===== config.mk =====
export PLATFORM = sky130hd
export DESIGN_NAME = flash_security_mode_gate
export DESIGN_NICKNAME = d
export VERILOG_FILES = /design/src/pkg/gate_pkg.sv /design/src/flash_security_mode_gate.sv /design/src/param_store.sv /design/src/key_pair_checker.sv
export VERILOG_INCLUDE_DIRS = /design/src /design/src/pkg
export SDC_FILE = /design/constraint.sdc
export NUM_CORES = 2
export LEC_CHECK = 0
export BUFFER_PORTS_ARGS = -buffer_cell sky130_fd_sc_hd__buf_2
export CAP_MARGIN = 20
export CELL_PAD_IN_SITES_DETAIL_PLACEMENT = 0
export CELL_PAD_IN_SITES_GLOBAL_PLACEMENT = 1
export CORE_MARGIN = 2
export CORE_UTILIZATION = 45
export CTS_BUF_LIST = sky130_fd_sc_hd__clkbuf_8 sky130_fd_sc_hd__clkbuf_16
export CTS_CLUSTER_DIAMETER = 40
export DETAILED_ROUTE_END_ITERATION = 7
export PLACE_DENSITY_LB_ADDON = 0.1
export SYNTH_ARGS = -nofsm -noshare
export SYNTH_HDL_FRONTEND = slang
export SYNTH_SLANG_ARGS = --single-unit

===== constraint.sdc =====
create_clock -name clk_i -period 10.15 [get_ports clk_i]
set_input_delay 1.015 -clock clk_i [delete_from_list [all_inputs] [get_ports clk_i]]
set_output_delay 1.015 -clock clk_i [all_outputs]
set_load 0.005 [all_outputs]

===== src/pkg/gate_map.svh =====
`ifndef GATE_MAP_SVH
`define GATE_MAP_SVH

// Register byte offsets on the Avalon-MM slave.
`define OFS_CONTROL 8'h00
`define OFS_FLAGS 8'h04
`define OFS_MODE 8'h08
`define OFS_BLK_CTRL 8'h0c
`define OFS_SUBCLASS 8'h10
`define OFS_BLK_SEL 8'h14
`define OFS_CHECKSUM 8'h18
// Address bit that selects the 32-byte command window, one byte per word.
`define WINDOW_SEL_BIT 7

// Status bit positions.
`define STATUS_SEALED_BIT 0
`define FLAG_FULL_ACCESS_BIT 0

// Subclass identifiers that reach the parameter store.
`define SUB_CHG_INHIBIT 8'h20
`define SUB_CHARGE 8'h22
`define SUB_CHG_TERM 8'h24
`define SUB_MFG_INFO 8'h3a
`define SUB_PRIVATE 8'h68
`define SUB_KEYS 8'h70

// Store block indices.
`define IDX_CHG_INHIBIT 3'h0
`define IDX_CHARGE 3'h1
`define IDX_CHG_TERM 3'h2
`define IDX_PRIVATE 3'h3
`define IDX_KEYS 3'h4
`define IDX_INFO_A 3'h5
`define IDX_INFO_B 3'h6
`define IDX_INFO_C 3'h7

// Block select codes for the information blocks.
`define SEL_INFO_A 8'h01
`define SEL_INFO_B 8'h02
`define SEL_INFO_C 8'h03
// Block access control value that enables subclass addressing.
`define BLK_CTRL_FLASH 8'h00

// Control subcommands.
`define CMD_SEAL 16'h0020
`define CMD_RESET 16'h0041
`define CMD_LOADER 16'h0f00

// Keys as they read back from the store; the control word carries them byte-swapped.
`define KEY_UNSEAL0_RST 16'h1404
`define KEY_UNSEAL1_RST 16'h7236
`define KEY_FULL0_RST 16'hffff
`define KEY_FULL1_RST 16'hffff

// Checksum base: checksum equals this minus the byte sum of the window.
`define CHECKSUM_BASE 8'hff

`endif


===== src/pkg/gate_pkg.sv =====
package gate_pkg;

	// Security modes of the gate.
	typedef enum logic [1:0] {
		MODE_SEALED,
		MODE_UNSEALED,
		MODE_FULL,
		MODE_LOADER
	} mode_type;

	// Whole state of the gate's top module.
	typedef struct packed {
		logic waitreq;
		logic [31:0] readdata;
		mode_type mode;
		logic prior_sealed;
		logic [7:0] blk_ctrl;
		logic [7:0] subclass;
		logic [7:0] blk_sel;
		logic [31:0][7:0] window;
		logic tgt_valid;
		logic [2:0] tgt_idx;
		logic sealed;
		logic full_access_flag;
		logic loader;
	} gate_state_type;

	// Arming state of the key pair checker.
	typedef struct packed {
		logic armed_unseal;
		logic armed_full;
	} key_state_type;

	// Parameter store: eight blocks of 32 bytes.
	typedef struct packed {
		logic [7:0][255:0] mem;
	} store_state_type;

endpackage


===== src/flash_security_mode_gate.sv =====
`timescale 1ns/10ps
`include "gate_map.svh"

module flash_security_mode_gate
	import gate_pkg::*;
(
	input wire logic clk_i,
	input wire logic rst_n_i,
	input wire logic [7:0] avs_address_i,
	input wire logic avs_read_i,
	input wire logic avs_write_i,
	input wire logic [31:0] avs_writedata_i,
	input wire logic [3:0] avs_byteenable_i,
	output logic [31:0] avs_readdata_o,
	output logic avs_waitrequest_o,
	output logic sealed_o,
	output logic full_access_flag_o,
	output logic loader_mode_o
);

	// Reset image: the gate wakes sealed with the full-access flag set.
	localparam gate_state_type GATE_RESET = '{
		waitreq: 1'b1,
		readdata: 32'h0,
		mode: MODE_SEALED,
		prior_sealed: 1'b1,
		blk_ctrl: `BLK_CTRL_FLASH,
		subclass: 8'h00,
		blk_sel: 8'h00,
		window: '0,
		tgt_valid: 1'b0,
		tgt_idx: 3'h0,
		sealed: 1'b1,
		full_access_flag: 1'b1,
		loader: 1'b0
	};

	gate_state_type s_reg; // Registered state.
	gate_state_type s_next; // Next state.

	logic req; // A bus request is present.
	logic wr_acc; // A write completes at this edge.
	logic lane0; // Byte lane 0 is enabled.
	logic win_hit; // Address falls in the command window.
	logic [4:0] byte_idx; // Window byte addressed.
	logic ctrl_wr; // Control word written at this edge.
	logic [15:0] ctrl_word; // Control word carried by the write.
	logic ck_wr; // Checksum written at this edge.
	logic ck_good; // Written checksum matches the window.
	logic load; // Subclass or block select written.
	logic [7:0] ctl_n; // Block access control after this edge.
	logic [7:0] sub_n; // Subclass after this edge.
	logic [7:0] sel_n; // Block select after this edge.
	logic [3:0] tgt; // Decoded target: valid flag and index.
	logic [255:0] store_rdata; // Block read from the store.
	logic store_we; // Commit the window into the store.
	logic [63:0] key_words; // Stored key words.
	logic unseal_ok; // Correct unseal pair completed.
	logic full_ok; // Correct full-access pair completed.
	logic key_word; // The control word is part of a key pair.
	logic [31:0] rd_mux; // Read data for the addressed register.

	// Eight-bit sum of the window bytes.
	function automatic logic [7:0] byte_sum(input logic [31:0][7:0] w);
		logic [7:0] acc;
		acc = 8'h00;
		for (int i = 0; i < 32; i++) begin
			acc = acc + w[i];
		end
		return acc;
	endfunction

	// Maps the addressing registers to a store block; bit 3 says it exists.
	function automatic logic [3:0] decode_target(input mode_type m, input logic [7:0] ctl,
		input logic [7:0] sub, input logic [7:0] sel);
		logic [3:0] t;
		t = 4'h0;
		if (m == MODE_LOADER) begin
			t = 4'h0;
		end else if (m == MODE_SEALED || ctl != `BLK_CTRL_FLASH) begin
			// Information blocks are picked by the block select alone.
			if (sel == `SEL_INFO_A) begin
				t = {1'b1, `IDX_INFO_A};
			end else if (sel == `SEL_INFO_B) begin
				t = {1'b1, `IDX_INFO_B};
			end else if (sel == `SEL_INFO_C) begin
				t = {1'b1, `IDX_INFO_C};
			end
		end else begin
			// Subclass addressing; the window byte index is the bus word offset modulo 32.
			case (sub)
				`SUB_CHG_INHIBIT: t = {1'b1, `IDX_CHG_INHIBIT};
				`SUB_CHARGE: t = {1'b1, `IDX_CHARGE};
				`SUB_CHG_TERM: t = {1'b1, `IDX_CHG_TERM};
				`SUB_MFG_INFO: t = {1'b1, `IDX_INFO_A};
				`SUB_PRIVATE: t = {1'b1, `IDX_PRIVATE};
				`SUB_KEYS: t = {1'b1, `IDX_KEYS};
				default: t = 4'h0;
			endcase
		end
		return t;
	endfunction

	// Private blocks are the scratch block and the key block.
	function automatic logic is_private(input logic [2:0] idx);
		return (idx == `IDX_PRIVATE) || (idx == `IDX_KEYS);
	endfunction

	// Read right of a mode over a block.
	function automatic logic can_read(input mode_type m, input logic [2:0] idx);
		logic ok;
		ok = 1'b0;
		unique case (m)
			MODE_SEALED: ok = !is_private(idx);
			MODE_UNSEALED: ok = 1'b1;
			MODE_FULL: ok = 1'b1;
			MODE_LOADER: ok = 1'b0;
		endcase
		return ok;
	endfunction

	// Write right of a mode over a block.
	function automatic logic can_write(input mode_type m, input logic [2:0] idx);
		logic ok;
		ok = 1'b0;
		unique case (m)
			// Only information blocks B and C may be edited while sealed.
			MODE_SEALED: ok = (idx == `IDX_INFO_B) || (idx == `IDX_INFO_C);
			// Unsealed lacks the right to write the stored keys.
			MODE_UNSEALED: ok = (idx != `IDX_KEYS);
			MODE_FULL: ok = 1'b1;
			MODE_LOADER: ok = 1'b0;
		endcase
		return ok;
	endfunction

	// Bus decode terms; a write acts only at the edge where waitrequest is low.
	assign req = avs_read_i | avs_write_i;
	assign wr_acc = avs_write_i & ~s_reg.waitreq;
	assign lane0 = avs_byteenable_i[0];
	assign win_hit = avs_address_i[`WINDOW_SEL_BIT];
	assign byte_idx = avs_address_i[6:2];
	assign ctrl_word = avs_writedata_i[15:0];
	assign ctrl_wr = wr_acc && (avs_address_i == `OFS_CONTROL) && (avs_byteenable_i[1:0] == 2'b11);
	assign ck_wr = wr_acc && (avs_address_i == `OFS_CHECKSUM) && lane0;
	assign ck_good = avs_writedata_i[7:0] == (`CHECKSUM_BASE - byte_sum(s_reg.window));
	assign load = wr_acc && lane0 && ((avs_address_i == `OFS_SUBCLASS) || (avs_address_i == `OFS_BLK_SEL));

	// Addressing registers as they stand after this edge, so a load sees the new value.
	assign ctl_n = (wr_acc && lane0 && avs_address_i == `OFS_BLK_CTRL) ? avs_writedata_i[7:0] : s_reg.blk_ctrl;
	assign sub_n = (wr_acc && lane0 && avs_address_i == `OFS_SUBCLASS) ? avs_writedata_i[7:0] : s_reg.subclass;
	assign sel_n = (wr_acc && lane0 && avs_address_i == `OFS_BLK_SEL) ? avs_writedata_i[7:0] : s_reg.blk_sel;
	assign tgt = decode_target(s_reg.mode, ctl_n, sub_n, sel_n);

	// Permission is checked against the mode at commit time, not at load time,
	// so a block loaded before sealing can no longer be written back.
	assign store_we = ck_wr && ck_good && s_reg.tgt_valid && can_write(s_reg.mode, s_reg.tgt_idx);

	// Flip-flop parameter store, keys included; reset reloads its image.
	param_store u_store (
		.clk_i(clk_i),
		.rst_n_i(rst_n_i),
		.rd_idx_i(tgt[2:0]),
		.rd_data_o(store_rdata),
		.we_i(store_we),
		.wr_idx_i(s_reg.tgt_idx),
		.wr_data_i(s_reg.window),
		.key_words_o(key_words)
	);

	// Key pair recogniser on the control word.
	key_pair_checker u_keys (
		.clk_i(clk_i),
		.rst_n_i(rst_n_i),
		.wr_i(ctrl_wr),
		.word_i(ctrl_word),
		.keys_i(key_words),
		.unseal_ok_o(unseal_ok),
		.full_ok_o(full_ok),
		.key_word_o(key_word)
	);

	// Read multiplexer; unmapped addresses read as zero.
	always_comb begin
		rd_mux = 32'h0;
		if (win_hit) begin
			rd_mux[7:0] = s_reg.window[byte_idx];
		end else begin
			case (avs_address_i)
				`OFS_CONTROL: rd_mux[`STATUS_SEALED_BIT] = s_reg.sealed;
				`OFS_FLAGS: rd_mux[`FLAG_FULL_ACCESS_BIT] = s_reg.full_access_flag;
				`OFS_MODE: rd_mux[1:0] = s_reg.mode;
				`OFS_BLK_CTRL: rd_mux[7:0] = s_reg.blk_ctrl;
				`OFS_SUBCLASS: rd_mux[7:0] = s_reg.subclass;
				`OFS_BLK_SEL: rd_mux[7:0] = s_reg.blk_sel;
				`OFS_CHECKSUM: rd_mux[7:0] = `CHECKSUM_BASE - byte_sum(s_reg.window);
				default: rd_mux = 32'h0;
			endcase
		end
	end

	// Next-state logic: bus handshake, window, mode machine and status bits.
	always_comb begin
		s_next = s_reg;
		// Every access takes two cycles: waitrequest drops for exactly one.
		s_next.waitreq = ~(req & s_reg.waitreq);
		if (req && s_reg.waitreq) begin
			s_next.readdata = rd_mux;
		end
		s_next.blk_ctrl = ctl_n;
		s_next.subclass = sub_n;
		s_next.blk_sel = sel_n;
		// The window itself is scratch space; protection applies at commit.
		if (wr_acc && win_hit && lane0) begin
			s_next.window[byte_idx] = avs_writedata_i[7:0];
		end
		// A block with no read right loads as zeros.
		if (load) begin
			s_next.tgt_valid = tgt[3];
			s_next.tgt_idx = tgt[2:0];
			s_next.window = (tgt[3] && can_read(s_reg.mode, tgt[2:0])) ? store_rdata : '0;
		end
		// Mode machine driven by control writes.
		if (ctrl_wr) begin
			if (unseal_ok && s_reg.mode == MODE_SEALED) begin
				s_next.mode = MODE_UNSEALED;
				s_next.prior_sealed = 1'b1;
			end else if (full_ok && s_reg.mode == MODE_UNSEALED) begin
				s_next.mode = MODE_FULL;
			end else if (!key_word) begin
				// Key words never reach the subcommand decoder; a misplaced pair skips it as well and is ignored.
				if (ctrl_word == `CMD_SEAL && (s_reg.mode == MODE_UNSEALED || s_reg.mode == MODE_FULL)) begin
					s_next.mode = MODE_SEALED;
					s_next.prior_sealed = 1'b1;
				end else if (ctrl_word == `CMD_RESET) begin
					if (s_reg.prior_sealed) begin
						s_next.mode = MODE_SEALED;
					end else if (s_reg.mode == MODE_LOADER) begin
						s_next.mode = MODE_UNSEALED;
					end
				end else if (ctrl_word == `CMD_LOADER && s_reg.mode == MODE_FULL) begin
					s_next.mode = MODE_LOADER;
				end
			end
		end
		// Dropping to a lower mode flushes the window so no private data lingers.
		if (s_next.mode != s_reg.mode && (s_next.mode == MODE_SEALED || s_next.mode == MODE_LOADER)) begin
			s_next.window = '0;
			s_next.tgt_valid = 1'b0;
		end
		// Status bits follow the mode; a wrong pair leaves the mode, so they hold too.
		s_next.sealed = s_next.mode == MODE_SEALED;
		s_next.full_access_flag = s_next.mode != MODE_FULL;
		s_next.loader = s_next.mode == MODE_LOADER;
	end

	// State register.
	always_ff @(posedge clk_i or negedge rst_n_i) begin
		if (!rst_n_i) begin
			s_reg <= GATE_RESET;
		end else begin
			s_reg <= s_next;
		end
	end

	assign avs_readdata_o = s_reg.readdata;
	assign avs_waitrequest_o = s_reg.waitreq;
	assign sealed_o = s_reg.sealed;
	assign full_access_flag_o = s_reg.full_access_flag;
	assign loader_mode_o = s_reg.loader;
endmodule // flash_security_mode_gate


===== src/param_store.sv =====
`timescale 1ns/10ps
`include "gate_map.svh"

module param_store
	import gate_pkg::*;
(
	input wire logic clk_i,
	input wire logic rst_n_i,
	input wire logic [2:0] rd_idx_i,
	output logic [255:0] rd_data_o,
	input wire logic we_i,
	input wire logic [2:0] wr_idx_i,
	input wire logic [255:0] wr_data_i,
	output logic [63:0] key_words_o
);

	// Key block image: four 16-bit keys in the lowest bytes, little-endian words.
	localparam logic [255:0] KEY_BLOCK_INIT = {192'h0, `KEY_FULL1_RST, `KEY_FULL0_RST,
		`KEY_UNSEAL1_RST, `KEY_UNSEAL0_RST};
	// Reset image of the whole store; only the key block is not blank.
	localparam logic [2047:0] STORE_RESET = 2048'(KEY_BLOCK_INIT) << (256 * `IDX_KEYS);

	store_state_type s_reg;
	store_state_type s_next;

	// A whole block is written at once, so a commit can never leave half a block.
	always_comb begin
		s_next = s_reg;
		if (we_i) begin
			s_next.mem[wr_idx_i] = wr_data_i;
		end
	end

	// Flip-flop storage; keys survive as the key block.
	always_ff @(posedge clk_i or negedge rst_n_i) begin
		if (!rst_n_i) begin
			s_reg <= STORE_RESET;
		end else begin
			s_reg <= s_next;
		end
	end

	assign rd_data_o = s_reg.mem[rd_idx_i];
	assign key_words_o = s_reg.mem[`IDX_KEYS][63:0];

endmodule // param_store


===== src/key_pair_checker.sv =====
`timescale 1ns/10ps

module key_pair_checker
	import gate_pkg::*;
(
	input wire logic clk_i,
	input wire logic rst_n_i,
	input wire logic wr_i,
	input wire logic [15:0] word_i,
	input wire logic [63:0] keys_i,
	output logic unseal_ok_o,
	output logic full_ok_o,
	output logic key_word_o
);

	key_state_type s_reg;
	key_state_type s_next;
	logic hit_unseal0;
	logic hit_full0;

	// Stored words read back byte-reversed from what the control word carries.
	function automatic logic [15:0] swap_bytes(input logic [15:0] w);
		return {w[7:0], w[15:8]};
	endfunction

	assign hit_unseal0 = word_i == swap_bytes(keys_i[15:0]);
	assign hit_full0 = word_i == swap_bytes(keys_i[47:32]);
	assign unseal_ok_o = wr_i && s_reg.armed_unseal && (word_i == swap_bytes(keys_i[31:16]));
	assign full_ok_o = wr_i && s_reg.armed_full && (word_i == swap_bytes(keys_i[63:48]));
	assign key_word_o = hit_unseal0 | hit_full0 | unseal_ok_o | full_ok_o;

	// Every control write re-arms or voids, so a foreign word between keys breaks the pair.
	always_comb begin
		s_next = s_reg;
		if (wr_i) begin
			s_next.armed_unseal = hit_unseal0;
			s_next.armed_full = hit_full0;
		end
	end

	// Arming flags.
	always_ff @(posedge clk_i or negedge rst_n_i) begin
		if (!rst_n_i) begin
			s_reg <= '0;
		end else begin
			s_reg <= s_next;
		end
	end
endmodule // key_pair_checker


==> impl_metrics.json <==
{
  "setup_violations": 0,
  "antenna_found_initial": 14,
  "die_area_um2": 265000,
  "grt-ovfl-total": 0,
  "wl_met2_mm": 184,
  "met3WireLength_mm": 24.5,
  "hp-class": "in2async",
  "synth_mux_area_frac": 0.210,
  "worstSetupPathType": "reg2reg",
  "yosysTopAreaCell": "dfrtp_1",
  "core_um2": 260000,
  "arrival_ps": 10160,
  "path_max_fanout": 86,
  "vdd_ir_drop_max_uv": 912,
  "htreeDepth": 5,
  "synth-compound-area-share": 0.0681,
  "numClockSinks": 2349,
  "synth_top_area_frac": 0.490,
  "initial_core_util": 0.453,
  "clk_pin_slew_ps": 50,
  "fin_skew_ps": 72.2,
  "tns_ps": 0,
  "synth.most_common_cell": "nand2_1",
  "boundaryPins": 84,
  "yosys_register_bits": 2349,
  "first_iter_violations": 7200,
  "cts_buffers": 419,
  "yosysWarningCount": 0,
  "synthArstFlopShare": 1.00,
  "portBuffers": 41,
  "p_leak_nw": 63.7,
  "drc_errors": 0,
  "die_width_um": 515,
  "syn2layout_area_growth_pct": 15.1,
  "synthSimpleGateAreaFrac": 0.133,
  "routedWlPerCell_um": 27.9,
  "maxCapViolations": 0,
  "reg2reg_depth": 24,
  "synth_adder_area_share": 0.0368,
  "regArea_um2": 58800,
  "synthCells": 10800,
  "routed_via_density": 5.99,
  "grt_pass1_wl_mm": 589,
  "power.density_nw_per_um2": 242,
  "wl_mm": 396,
  "slew_headroom": 0.121,
  "cp_data_required_time_ps": 10980,
  "synth-seq-area-share": 0.500,
  "drive_gt1_frac": 0.291,
  "fmax_ghz": 0.107,
  "period_share": 0.920,
  "num-fill-cells": 22600,
  "cts_tree": "yes",
  "crit_chain": "fa_1 > inv_1 > fa_1 > fa_1 > inv_1 > fa_1 > inv_1 > fa_1 > xnor2_1 > xor2_1 > ha_1 > xnor2_1 > fa_1 > fa_1 > fa_1 > xnor2_1 > xor2_1 > nand4_1 > a2111oi_0 > o2111ai_1 > nor2_1 > nand3b_1 > buf_12 > mux2_2",
  "drt_first_pass_iters": 6,
  "synth_area_um2": 118000,
  "synth_top_family_by_area": "multiplexers",
  "synthTopCellsByArea": "dfrtp_1 49%, mux2_2 19%, nand2_1 8.2%",
  "postRouteAntennaNets": 0,
  "rsz0062_at_grt": "no",
  "hold_viol": 0,
  "synth_ff_type": "dfrtp_1",
  "clock_latency_ps": 960,
  "track_usage": 0.297,
  "synth-edff-count": 0,
  "vias": 85100,
  "fin_nets": 10700,
  "cts_hold_buf": 0,
  "cts_buffer_depth": 4,
  "endpoint_kind": "flop",
  "synth_commonest_cells": "2573 x nand2_1, 2302 x dfrtp_1, 2004 x mux2_2",
  "largest_reg_flops": 1984,
  "status": "complete, no violations",
  "top_layer_used": "met4",
  "wl_met1_mm": 172,
  "cpMostUsedCell": "fa_1",
  "placed_area_um2": 120000,
  "critPathSlowestCell": "dfrtp_1",
  "max_stage_delay_ps": 650,
  "r2r_setup_slack_ps": 820,
  "final_area_um2": 135000,
  "synth_area_per_cell_um2": 10.8,
  "grt_max_degree": 180,
  "finalCriticalPeriod_ps": 9330,
  "fp.dieH_um": 515,
  "cts_setup_buffers": 0,
  "grt_pass1_vias": 86300,
  "synth_xor_xnor_area_share": 0.0109,
  "cts-root-buf": "clkbuf_16",
  "rows": 187,
  "routabilityCongestion": 0.951,
  "multi_input_area_um2": 54200,
  "tightest_slew_ps": 1320,
  "maxSlewViolCount": 0,
  "holdWs_ps": 136,
  "dp_hpwl_mm": 221,
  "startpoint_type": "flop",
  "cts.repair.resized": 0,
  "synth_cell_type_count": 79
}
final cells by class:
cell class | instances | area share
well taps | 3402 | 0.0314
clock inverters | 310 | 0.0303
clock buffers | 468 | 0.0827
diodes | 7 | 0.000129
multi-input cells | 7386 | 0.401
repair buffers | 230 | 0.0183
flip-flops and latches | 2349 | 0.435
inverters | 66 | 0.00183
power by group:
group | switching, mW | internal [mW] | leakage, nW
clock | 5.23 | 9.78 | 7.44
combinational | 4.94 | 3.09 | 23.7
sequential | 0.242 | 9.45 | 32.6
per-layer routing:
layer	GRT usage	up-vias
met1	0.406	44900
met5	0	-
met2	0.473	2761
met3	0.0483	707
met4	0.111	0
li1	-	36800
path summary, 6_finish.rpt:
kind                                      from             endpoint
max                                 s_reg[239]    u_store.s_reg[78]
min                                    rst_n_i   u_store.s_reg[254]
max reg2reg                         s_reg[239]    u_store.s_reg[78]
min reg2reg                u_store.s_reg[1275]  u_store.s_reg[1275]
max in group asynchronous              rst_n_i   u_store.s_reg[651]
min in group clk_i         u_store.s_reg[1275]  u_store.s_reg[1275]
layout by cell type (no fill, tap or decap), types with 13 or more instances in the layout:
master,Yosys,final
nand2_1,2573,2571
dfrtp_1,2302,2302
mux2_2,2004,2004
nand3_1,614,612
clkbuf_16,0,422
o21ai_0,286,286
a31oi_1,251,251
and3_1,234,234
a311oi_1,225,225
o21bai_1,214,214
fa_1,196,196
nor2_1,143,131
buf_4,38,124
xnor2_1,113,113
inv_1,66,99
bufinv_16,0,70
mux4_2,65,65
buf_12,0,65
clkinvlp_4,0,60
a21oi_1,57,57
clkinv_2,0,52
dfstp_2,47,47
clkbuf_8,0,46
clkinv_4,0,44
buf_2,108,37
ha_1,32,32
xor2_1,31,31
inv_6,0,30
nand4_1,26,26
a22oi_1,26,26
mux2_1,24,24
conb_1,1,24
mux2i_1,16,16
o32a_1,15,15
mux2_4,13,13
logic make-up (layout without fill, tap and decap cells):
| logic type | Yosys count | count (layout) |
|---|---|---|
| and+or+nand+nor | 3698 | 3698 |
| buffers and inverters | 1126 | 1074 |
| muxes | 2122 | 2122 |
| AOI/OAI and AO/OA | 1169 | 1169 |
| other | 1 | 31 |
| adders and majority gates | 228 | 228 |
| DFF | 2349 | 2349 |
| xor gates and xnor gates | 145 | 145 |
critical path: cells and delay by family (launching register included):
family | cells | cell delay (ps)
AO/OA/AOI/OAI | 2 | 710
XOR/XNOR | 5 | 1200
adder cells (fa/ha/maj) | 9 | 4170
buffers and inverters | 4 | 700
flip-flops | 1 | 650
multiplexers | 1 | 470
AND/OR/NAND/NOR | 3 | 1040
per-stage QoR:
step,setup slack (ps),total power [mW],cells,util
2_1_floorplan,2550,15.5,10900,-
3_3_place_gp,1130,17.7,13400,0.462
3_5_place_dp,1090,17.7,13400,0.462
4_1_cts,1060,32.9,14200,0.521
5_1_grt,385,34.2,14200,0.521
6_report,816,32.7,14200,0.521
Note: power is estimated with default switching activity, not from simulation.
